<file path="src/pfbm_pkg.sv">
// package for the parallel flash bus controller: register map, pin timing, types
`default_nettype none
package pfbm_pkg;
	localparam int CLK_MHZ = 125;
	// pin timings in ns
	localparam int ADDR_ACCESS_NS = 70;
	localparam int SELECT_ACCESS_NS = 70;
	localparam int WRITE_PULSE_NS = 40;
	localparam int WRITE_RECOVER_NS = 30;
	localparam int MIN_RESET_PULSE_NS = 500;
	localparam int RESET_RECOVERY_NS = 50;
	localparam int RESET_READY_NS = 20000;
	localparam int SLEEP_EXTRA_NS = 30;
	// cycle counts, least times rounded up
	localparam int ACCESS_CYC = (SELECT_ACCESS_NS * CLK_MHZ + 999) / 1000 + 1;
	localparam int WPULSE_CYC = (WRITE_PULSE_NS * CLK_MHZ + 999) / 1000;
	localparam int WREC_CYC = (WRITE_RECOVER_NS * CLK_MHZ + 999) / 1000;
	localparam int RST_PULSE_CYC = (MIN_RESET_PULSE_NS * CLK_MHZ + 999) / 1000;
	localparam int RST_REC_CYC = (RESET_RECOVERY_NS * CLK_MHZ + 999) / 1000;
	localparam int RST_READY_CYC = (RESET_READY_NS * CLK_MHZ + 999) / 1000;
	localparam int SLEEP_CYC = ((ADDR_ACCESS_NS + SLEEP_EXTRA_NS) * CLK_MHZ + 999) / 1000;
	localparam int CNT_W = 16;
	// flash geometry
	localparam int ADDR_W = 22;
	localparam int DATA_W = 16;
	localparam int BANK_LSB = 20;
	// host register byte offsets
	localparam logic [3:0] REG_ADDR = 4'h0;
	localparam logic [3:0] REG_WDATA = 4'h4;
	localparam logic [3:0] REG_CTRL = 4'h8;
	localparam logic [3:0] REG_STATUS = 4'hc;
	localparam logic [3:0] REG_RDATA = 4'h0;
	// control register fields
	localparam int CTRL_GO_RD = 0;
	localparam int CTRL_GO_WR = 1;
	localparam int CTRL_GO_RST = 2;
	localparam int CTRL_WORD = 3;
	localparam int CTRL_PROTECT_HI = 4;
	localparam int CTRL_BOOST = 5;
	localparam logic [31:0] CTRL_RESET = 32'h0000_0008;
	// status fields
	localparam int ST_BUSY = 0;
	localparam int ST_READY = 1;
	localparam int ST_DONE = 2;
	localparam int ST_SLEEP = 3;
	localparam int ST_BOOST = 4;
	typedef enum logic [2:0] {PFBM_IDLE, PFBM_READ, PFBM_WRITE, PFBM_WREC, PFBM_RST, PFBM_RREC} pfbm_state_e;
	// pins toward the flash
	typedef struct packed {
		logic select_n;
		logic out_gate_n;
		logic write_n;
		logic reset_n;
		logic word_mode;
		logic protect_boost_pin;
		logic boost_voltage_level;
		logic [ADDR_W-1:0] addr;
	} pfbm_pins_s;
endpackage : pfbm_pkg
`default_nettype wire

</file>
<file path="src/pfbm_sync.sv">
// two-flop synchroniser for pins entering the clock domain
`default_nettype none
module pfbm_sync import pfbm_pkg::*; #(
	parameter int W = 1
) (
	input wire logic clock,
	input wire logic rst_n,
	input wire logic [W-1:0] din,
	output logic [W-1:0] dout
);
	logic [W-1:0] s1_q;
	logic [W-1:0] s1_d;
	logic [W-1:0] s2_d;
	// first stage is read only by the second
	always_comb begin
		s1_d = din;
		s2_d = s1_q;
	end
	always_ff @(posedge clock) begin
		if (!rst_n) begin
			s1_q <= '0;
			dout <= '0;
		end else begin
			s1_q <= s1_d;
			dout <= s2_d;
		end
	end
endmodule : pfbm_sync
`default_nettype wire

</file>
<file path="src/pfbm_ctrl.sv">
// host-side controller driving a parallel flash through its bus pins
// Notes on behaviour
// - reads drive select and output gate low, write strobe high.
// - writes drive write strobe and select low, output gate high.
// - fast program mode needs two write cycles, not four.
// - boost only during accelerated programming (here boost follows CTRL_BOOST in any state); protect pin never floats.
// - wait recovery time after reset before reading; restart interrupted work (here the controller restarts nothing; CTRL_GO_RST is taken only while idle).
`default_nettype none
module pfbm_ctrl import pfbm_pkg::*; (
	input wire logic clock,
	input wire logic rst_n,
	input wire logic [3:0] addr,
	input wire logic [31:0] wdata,
	input wire logic wr,
	input wire logic rd,
	output logic [31:0] rdata,
	output var pfbm_pins_s pins,
	input wire logic [DATA_W-1:0] data_in,
	output logic [DATA_W-1:0] data_out,
	output logic [DATA_W-1:0] data_oe_n,
	input wire logic ready_busy_n
);
	logic [ADDR_W-1:0] faddr_q, faddr_d;
	logic [DATA_W-1:0] fwdata_q, fwdata_d, frdata_q, frdata_d;
	logic [31:0] ctrl_q, ctrl_d, rdata_d;
	pfbm_state_e st_q, st_d;
	logic [CNT_W-1:0] cnt_q, cnt_d, idle_q, idle_d;
	logic done_q, done_d, sleep_q, sleep_d;
	pfbm_pins_s pins_d;
	logic [DATA_W-1:0] dout_d, doe_n_d;
	logic [DATA_W-1:0] din_s;
	logic rb_s;
	logic busy;

	// pins from the flash cross into our clock first
	pfbm_sync #(.W(DATA_W)) u_sync_data (.clock(clock), .rst_n(rst_n), .din(data_in), .dout(din_s));
	pfbm_sync #(.W(1)) u_sync_rb (.clock(clock), .rst_n(rst_n), .din(ready_busy_n), .dout(rb_s));

	function automatic logic [CNT_W-1:0] cyc(input int n);
		cyc = CNT_W'(n);
	endfunction : cyc

	assign busy = (st_q != PFBM_IDLE);

	// register file and sequencer next state
	always_comb begin
		faddr_d = faddr_q;
		fwdata_d = fwdata_q;
		frdata_d = frdata_q;
		ctrl_d = ctrl_q;
		st_d = st_q;
		cnt_d = cnt_q;
		done_d = done_q;
		rdata_d = '0;
		idle_d = idle_q;
		sleep_d = sleep_q;
		// software writes; go bits are taken only while idle so a transfer cannot be torn
		if (wr) begin
			case (addr)
				REG_ADDR: faddr_d = wdata[ADDR_W-1:0];
				REG_WDATA: fwdata_d = wdata[DATA_W-1:0];
				REG_CTRL: begin
					ctrl_d = wdata;
					ctrl_d[CTRL_GO_RD] = 1'b0;
					ctrl_d[CTRL_GO_WR] = 1'b0;
					ctrl_d[CTRL_GO_RST] = 1'b0;
					if (!busy) begin
						if (wdata[CTRL_GO_RST]) begin
							st_d = PFBM_RST;
							cnt_d = cyc(RST_PULSE_CYC);
							done_d = 1'b0;
						end else if (wdata[CTRL_GO_WR]) begin
							// one go is one bus write cycle, so a fast program is two go writes
							st_d = PFBM_WRITE;
							cnt_d = cyc(WPULSE_CYC);
							done_d = 1'b0;
						end else if (wdata[CTRL_GO_RD]) begin
							st_d = PFBM_READ;
							cnt_d = cyc(ACCESS_CYC);
							done_d = 1'b0;
						end
					end
				end
				default: ;
			endcase
		end
		// done is sticky; reading status clears it unless a transfer ends in the same cycle
		if (rd) begin
			case (addr)
				REG_RDATA: rdata_d = {{(32-DATA_W){1'b0}}, frdata_q};
				REG_CTRL: rdata_d = ctrl_q;
				REG_STATUS: begin
					rdata_d[ST_BUSY] = busy;
					rdata_d[ST_READY] = rb_s;
					rdata_d[ST_DONE] = done_q;
					rdata_d[ST_SLEEP] = sleep_q;
					rdata_d[ST_BOOST] = ctrl_q[CTRL_BOOST];
					done_d = 1'b0;
				end
				default: rdata_d = '0;
			endcase
		end
		// sequencer
		case (st_q)
			PFBM_IDLE: ;
			PFBM_READ: begin
				if (cnt_q <= cyc(1)) begin
					// byte mode returns only the low lane
					frdata_d = ctrl_q[CTRL_WORD] ? din_s : {8'h00, din_s[7:0]};
					st_d = PFBM_IDLE;
					done_d = 1'b1;
				end else begin
					cnt_d = cnt_q - cyc(1);
				end
			end
			PFBM_WRITE: begin
				if (cnt_q <= cyc(1)) begin
					st_d = PFBM_WREC;
					cnt_d = cyc(WREC_CYC);
				end else begin
					cnt_d = cnt_q - cyc(1);
				end
			end
			PFBM_WREC, PFBM_RREC: begin
				if (cnt_q <= cyc(1)) begin
					st_d = PFBM_IDLE;
					done_d = 1'b1;
				end else begin
					cnt_d = cnt_q - cyc(1);
				end
			end
			PFBM_RST: begin
				// hold reset at least the pulse width, then until flash reports ready
				if (cnt_q > cyc(1)) begin
					cnt_d = cnt_q - cyc(1);
				end else if (rb_s) begin
					st_d = PFBM_RREC;
					cnt_d = cyc(RST_REC_CYC);
				end
			end
			default: st_d = PFBM_IDLE;
		endcase
		// stable address tracking mirrors the flash's sleep entry
		if (faddr_d != faddr_q) begin
			idle_d = '0;
			sleep_d = 1'b0;
		end else if (idle_q >= cyc(SLEEP_CYC)) begin
			sleep_d = 1'b1;
		end else begin
			idle_d = idle_q + cyc(1);
		end
	end

	// pin drive next state
	always_comb begin
		pins_d.select_n = !(st_d == PFBM_READ || st_d == PFBM_WRITE);
		pins_d.out_gate_n = !(st_d == PFBM_READ);
		pins_d.write_n = !(st_d == PFBM_WRITE);
		pins_d.reset_n = !(st_d == PFBM_RST);
		pins_d.word_mode = ctrl_d[CTRL_WORD];
		// boost only with the protect pin also driven, never floating
		pins_d.protect_boost_pin = ctrl_d[CTRL_PROTECT_HI] | ctrl_d[CTRL_BOOST];
		pins_d.boost_voltage_level = ctrl_d[CTRL_BOOST];
		pins_d.addr = faddr_d;
		dout_d = fwdata_d;
		doe_n_d = '1;
		if (st_d == PFBM_WRITE || st_d == PFBM_WREC) begin
			doe_n_d = ctrl_d[CTRL_WORD] ? '0 : {8'hff, 8'h00};
		end
		// in byte mode line 15 carries the low address bit at all times
		if (!ctrl_d[CTRL_WORD]) begin
			dout_d[DATA_W-1] = faddr_d[0];
			doe_n_d[DATA_W-1] = 1'b0;
			pins_d.addr = {1'b0, faddr_d[ADDR_W-1:1]};
		end
	end

	always_ff @(posedge clock) begin
		if (!rst_n) begin
			faddr_q <= '0;
			fwdata_q <= '0;
			frdata_q <= '0;
			ctrl_q <= CTRL_RESET;
			st_q <= PFBM_IDLE;
			cnt_q <= '0;
			done_q <= 1'b0;
			idle_q <= '0;
			sleep_q <= 1'b0;
			rdata <= '0;
			pins <= '{select_n: 1'b1, out_gate_n: 1'b1, write_n: 1'b1, reset_n: 1'b1,
				word_mode: 1'b1, protect_boost_pin: 1'b0, boost_voltage_level: 1'b0, addr: '0};
			data_out <= '0;
			data_oe_n <= '1;
		end else begin
			faddr_q <= faddr_d;
			fwdata_q <= fwdata_d;
			frdata_q <= frdata_d;
			ctrl_q <= ctrl_d;
			st_q <= st_d;
			cnt_q <= cnt_d;
			done_q <= done_d;
			idle_q <= idle_d;
			sleep_q <= sleep_d;
			rdata <= rdata_d;
			pins <= pins_d;
			data_out <= dout_d;
			data_oe_n <= doe_n_d;
		end
	end
endmodule : pfbm_ctrl
`default_nettype wire

</file>
<file path="config.mk">
export PLATFORM = sky130hd
export DESIGN_NAME = pfbm_ctrl
export DESIGN_NICKNAME = d
export VERILOG_FILES = /design/src/pfbm_pkg.sv /design/src/pfbm_sync.sv /design/src/pfbm_ctrl.sv
export SDC_FILE = /design/constraint.sdc
export NUM_CORES = 1
export LEC_CHECK = 0
export ABC_AREA = 0
export BUFFER_PORTS_ARGS = -buffer_cell sky130_fd_sc_hd__buf_2
export CAP_MARGIN = 40
export CORE_MARGIN = 5
export CORE_UTILIZATION = 30
export DETAILED_ROUTE_END_ITERATION = 8
export GPL_TIMING_DRIVEN = 0
export PLACE_DENSITY = 0.48
export SLEW_MARGIN = 10
export SYNTH_ARGS = -nofsm -noshare
export SYNTH_HDL_FRONTEND = slang
export SYNTH_SLANG_ARGS = --single-unit
</file>
<file path="constraint.sdc">
create_clock -name clock -period 2.53 [get_ports clock]
set_input_delay 0.1265 -clock clock [delete_from_list [all_inputs] [get_ports clock]]
set_output_delay 0.1265 -clock clock [all_outputs]
set_load 0.03 [all_outputs]
</file>
# After elaboration in Yosys (flattened, before gate mapping)
# Cells that the tools add are included.
# Widths: inputs -> output; s select.
[totals]
ff_bits = 247
in_bits = 57
out_inout_bits = 93
wordCells = 109
[op_classes]
n_addsub = 2
magnitude_cmp = 3
n_eq_ne = 13
n_mux = 46
bitwise = 2
n_reduce_logical = 16
[op_table]
columns = ["cell", "count"]
rows = [
  ["$mux 16", 15],
  ["$pmux 27 s2", 1],
  ["$pmux 16 s3", 1],
  ["$mux 22", 2],
  ["$mux 3", 10],
  ["$ne 22x22->1", 1],
  ["$mux 21", 1],
  ["$add 16x1->16 const B", 1],
  ["$ge 16x4->1 const B", 1],
  ["$gt 16x1->1 const B", 1],
  ["$le 16x1->1 const B", 1],
  ["$sub 16x1->16 const B", 1],
  ["$pmux 5 s3", 1],
  ["$eq 3x2->1 const B", 4],
  ["$mux 1", 12],
  ["$mux 6", 2],
  ["$pmux 3 s4", 1],
  ["$reduce_and 2->1", 5],
  ["$eq 3x3->1 const B", 3],
  ["$eq 4x4->1 const B", 2],
  ["$eq 3x1->1 const B", 2],
  ["$eq 4x3->1 const B", 1],
  ["$logic_not 1->1", 4],
  ["$logic_not 4->1", 1],
  ["7 further kinds", 8],
]

# Depth between registers and ports, before layout
[logic_depth]
depth_word = 13
ltp_mapped = 10
mapped_depth_nobuf = 8

# Cells and area by module
# Synthesis repeated with hierarchy kept, for this count alone.
[hier_totals]
hier_cells = 897
hier_area_um2 = 8381.8
[modules_own_cells]
columns = ["module", "instances", "cells_per_inst", "area_per_inst_um2", "seq_area_each_um2"]
rows = [
  ["pfbm_ctrl", 1, 826, 7433.4, 3663.5],
  ["pfbm_sync at u_sync_data", 1, 67, 895.9, 640.6],
  ["pfbm_sync at u_sync_rb", 1, 4, 52.6, 40.0],
]

# Least setup slack after synthesis
# OpenSTA, ideal clock, no wires.
[synth_path]
kind = "reg-to-reg"
from = "register cnt_q[1]"
to = "register cnt_q[14]"
setup_time_ns = 0.086
arrival_time_ns = 1.945
required_ns = 2.444
setup_slack_ns = 0.499
stages_incl_launch_ff = 9
path_buffers = 0
synth_period_minus_slack_ns = 2.031
cell_sequence = "dfxtp_1 > inv_1 > ha_1 > nor3b_2 > nand2_1 > nor3_1 > nand2_1 > or4_1 > a211oi_1"
[synth_via]
elab_chain_cells = 3
elab_cells_between_ends = 7
cone_classes = "add/sub: 1; order compare: 2; mux: 4"
[synth_lines]
columns = ["item", "line_no", "text"]
rows = [
  ["start, declared", "pfbm_ctrl.sv:27", "logic [CNT_W-1:0] cnt_q, cnt_d, idle_q, idle_d;"],
  ["start signal, assigned", "pfbm_ctrl.sv:200", "cnt_q <= cnt_d;"],
  ["$sub 16x1->16 (tied with other cells)", "-", ""],
  ["$mux 16 (on tied branches)", "-", ""],
  ["$pmux 16 s3 (*)", "pfbm_ctrl.sv:104", "case (st_q)"],
]
# Every way passes the cells marked *; elsewhere a longest branch is shown, timed or not.
# A chain may end at the register's enable or synchronous reset.

# Worst setup path after layout
[layout_path]
from = "input port wdata[12]"
to = "register idle_q[11]"
[layout_via]
elab_chain_cells = 4
[layout_lines]
columns = ["item", "line_no", "text"]
rows = [
  ["start, declared", "pfbm_ctrl.sv:13", "input wire logic [31:0] wdata,"],
  ["$mux 22", "pfbm_ctrl.sv:59", "case (addr)"],
  ["$mux 22", "pfbm_ctrl.sv:58", "if (wr) begin"],
  ["$ne 22x22->1", "pfbm_ctrl.sv:144", "if (faddr_d != faddr_q) begin"],
  ["$reduce_or 2->1 (no source line)", "-", ""],
  ["end signal, assigned", "pfbm_ctrl.sv:202", "idle_q <= idle_d;"],
  ["end, declared", "pfbm_ctrl.sv:27", ""],
]
# Every way passes these cells.

==> metrics.txt <==
# port buffers 145; initial antenna violation count 3; initial drt markers 334; die span in y 176 microns; Post-CTS Repair Setup Buffers 0; drt pass-1 iters 5; Max Fclk 0.420 GHz; Crit Path Category input pin to flip-flop; YS warnings 0; I/O pin cnt 150; min Tclk post-route 2.38 ns; family with the most delay on the worst path buffers and inverters; cell area after synthesis 8310 sq um; Int Power 5.83 mW; total number of vias 6678; clock power share 46.8%; hold_sp rd; Hold Crit Depth 4; EDFF count, synth 0; Core Rows 61; ys flop type dfxtp_1; Vias/cell 4.42; gpl congestion 0.797; vias in the first global route 6612; pin slew with the least headroom to its limit 0.785 ns; Worst path slowest cell a311oi_1; FF-to-FF Start faddr_q[12]$_SDFF_PN0_; total CTS buffers 24; WL/cell 15.8 microns; Syn Area/Cell 9.29 sq um; clock latency on the worst-skew pair 0.53 ns; power density over cell area 708 nW/um^2; Worst Reg-to-Reg Cells 7; Routed Antenna Nets 0; Area Growth Syn to Fin 30.0%; Worst Setup SP wdata[12]; die width 176 microns; period utilisation layout 94.0%; status finished clean; Min-Delay Endpoint done_q$_SDFF_PN0_; initial core utilization 30.2%; Async SR Flop Fraction 0%; Synth Register Bits 217; CTS tree yes; Seq pwr share 45.9%; Residual DRC 0; Worst VDD drop 0.356 mV; Final setup viols 0; Synth cell types 67; startpoint types input pin; max cap viols 0; first-pass GRT wire length 36.5 mm; Switch Pwr 1.82 mW; DIE AREA 31100 sq um; CTS Sinks 217; Routed WL 23.9 mm; critical path cell sequence dlygate4sd3_1, buf_2, xnor2_1, nand4_1, nor4_1, a21oi_1, a311oi_1, clkbuf_2, and2_1; max incr delay on CP 0.62 ns; GR Overflow Total 0; Setup TNS 0 ns; Layout Skew 0.0172 ns; Levels on crit path 9; worst r2r dst idle_q[11]$_SDFFE_PP0N_; combinational group share of total power 7.3%; crit path DAT 2.85 ns; Crit Path Max Fanout 10; sequential fraction of the synthesis area 52.3%; RSZ-0062 raised after global routing false; Root Buffer Master clkbuf_16; Yosys top cell by area dfxtp_1; Core ar. 27600 sq um; Synth Net Count 957; area of the multi-input gates 3460 sq um; top cells by area, synth dfxtp_1 (52%), nand2_1 (6.5%), a21oi_1 (4.0%); Crit. End Element flip-flop; H-tree Lvls 1; HPWL Detailed 17.6 mm; Sw Ratio 23.8%; Fin. Hold Viols 0; Syn Inst Count 895; total power 7.65 mW; CP Data Required Time 3.00 ns; top cell type's share of synthesized area 52.3%; Buf/Inv on CP 3; largest net degree at the start of global routing 15; final net count 1175; relative slew slack 47.7%; Lkg Pwr 4.70 nW; Clock Path Buffers 3; Seq. cell area 4340 sq um; Slew Viols, Final 0; share of layout cells above drive strength 1 23.4%; Hold Path Class input pin to flip-flop; reg2reg setup slack 0.18 ns; Tot GR Track Use 14.8%; Filler cells 2798; worst hold margin 0.0118 ns; clk slew on worst S/H paths 0.06 ns
-- synth_stat cells, drive strengths merged (6+ instances only) --
cell type and count:
dfxtp 217, nand2 143, nor2 77, a21oi 67
and2 51, buf 47, clkbuf 37, mux2i 34
and3 28, xnor2 23, nand3 22, o21ai 15
a22oi 14, inv 11, mux2 11, nor4 9
nor3 8, or4 7, nand4 6, o31ai 6
-- layout by cell type, fill, tap and decap left out, types with 13 or more instances in the layout --
cell / count
dlygate4sd3_1: 47
o21ai_0: 13
nand2_1: 143
buf_4: 31
nor2_1: 75
a21oi_1: 66
and2_1: 51
and3_1: 28
clkbuf_1: 37
xnor2_1: 23
a22oi_1: 14
mux2i_1: 33
nand3_1: 21
clkbuf_16: 24
dfxtp_1: 217
buf_2: 154
-- repair_timing --
item,in CTS,in global routing
hold buffers,47,0
hold endpoints to repair,75,0
setup endpoints to repair,0,1
gates resized for setup,0,1
-- worst reg2reg max path, stage by stage, from the launching register on --
cell and delay (ns):
dfxtp_1 0.32, xnor2_1 0.26, nand4_1 0.13, nor4_1 0.33, a21oi_1 0.14, a311oi_1 0.62, clkbuf_2 0.33, and2_1 0.16
-- cell type report --
class	count	share of cell area (%)
plain buffers	84	4.33
diodes	1	0.0232
clock inverters	16	1.68
repair buffers	192	11.1
multi-input cells	583	32.1
clock buffers	28	5.88
well taps	378	4.38
inverters	11	0.382
flip-flops and latches	217	40.2
-- per-layer routing --
metal | GRT usage [%] | vias to the layer above | part of all wire (%)
li1 | - | 3434 | -
met1 | 21.0 | 3025 | 48
met2 | 23.2 | 168 | 44
met3 | 2.74 | 45 | 5.7
met4 | 4.26 | 6 | 2.6
met5 | 0 | - | 0.11
-- power by group through the flow --
stage	Sequential [mW]	Clock (mW)	Combinational [mW]
2_1_floorplan	3.59	0	0.296
3_3_place_gp	3.58	0	0.502
3_5_place_dp	3.58	0	0.503
4_1_cts	3.51	3.69	0.561
5_1_grt	3.51	3.83	0.611
6_report	3.51	3.58	0.557
-- cell families (layout without fill, tap and decap cells) --
logic type	Yosys count	in the layout	share of synthesized area, %
compound gates	136	136	10.1
xor+xnor	25	25	2.63
fa+ha+maj	5	5	0.753
buf+inv	95	331	6.13
flops	217	217	52.3
mux	47	47	6.17
other cells	0	1	0
simple gates	370	370	21.9
-- worst max-delay path by stage --
stage,endpoint,slack [ns]
after floorplan,cnt_q[14]$_SDFF_PN0_,0.50
after global placement,pins[14]$_SDFF_PN0_,-0.02
after detailed placement,pins[16]$_SDFF_PN0_,-0.04
after CTS,cnt_q[14]$_SDFF_PN0_,0.10
after global routing,cnt_q[10]$_SDFF_PN0_,0.02
final,idle_q[11]$_SDFFE_PP0N_,0.15
-- registers in the layout (all words and copies together), names as in the netlist, 16 cells and up --
name / count
rdata: 32
u_sync_data.s1_q: 16
idle_q: 16
frdata_q: 16
cnt_q: 16
ctrl_q: 28
u_sync_data.dout: 16
faddr_q: 22
data_out: 16
pins: 28
-- metrics by stage --
step           cell area [sq um]  setup slack (ns)  std cells  utilization, %
3_3_place_gp                9510           -0.0167       1418            34.5
3_5_place_dp                9510           -0.0420       1418            34.5
2_1_floorplan               8310             0.499        895               -
6_report                   10800             0.151       1510            39.2
4_1_cts                    10800             0.104       1509            39.2
5_1_grt                    10800            0.0177       1509            39.2
(Power assumes the default switching activity.)
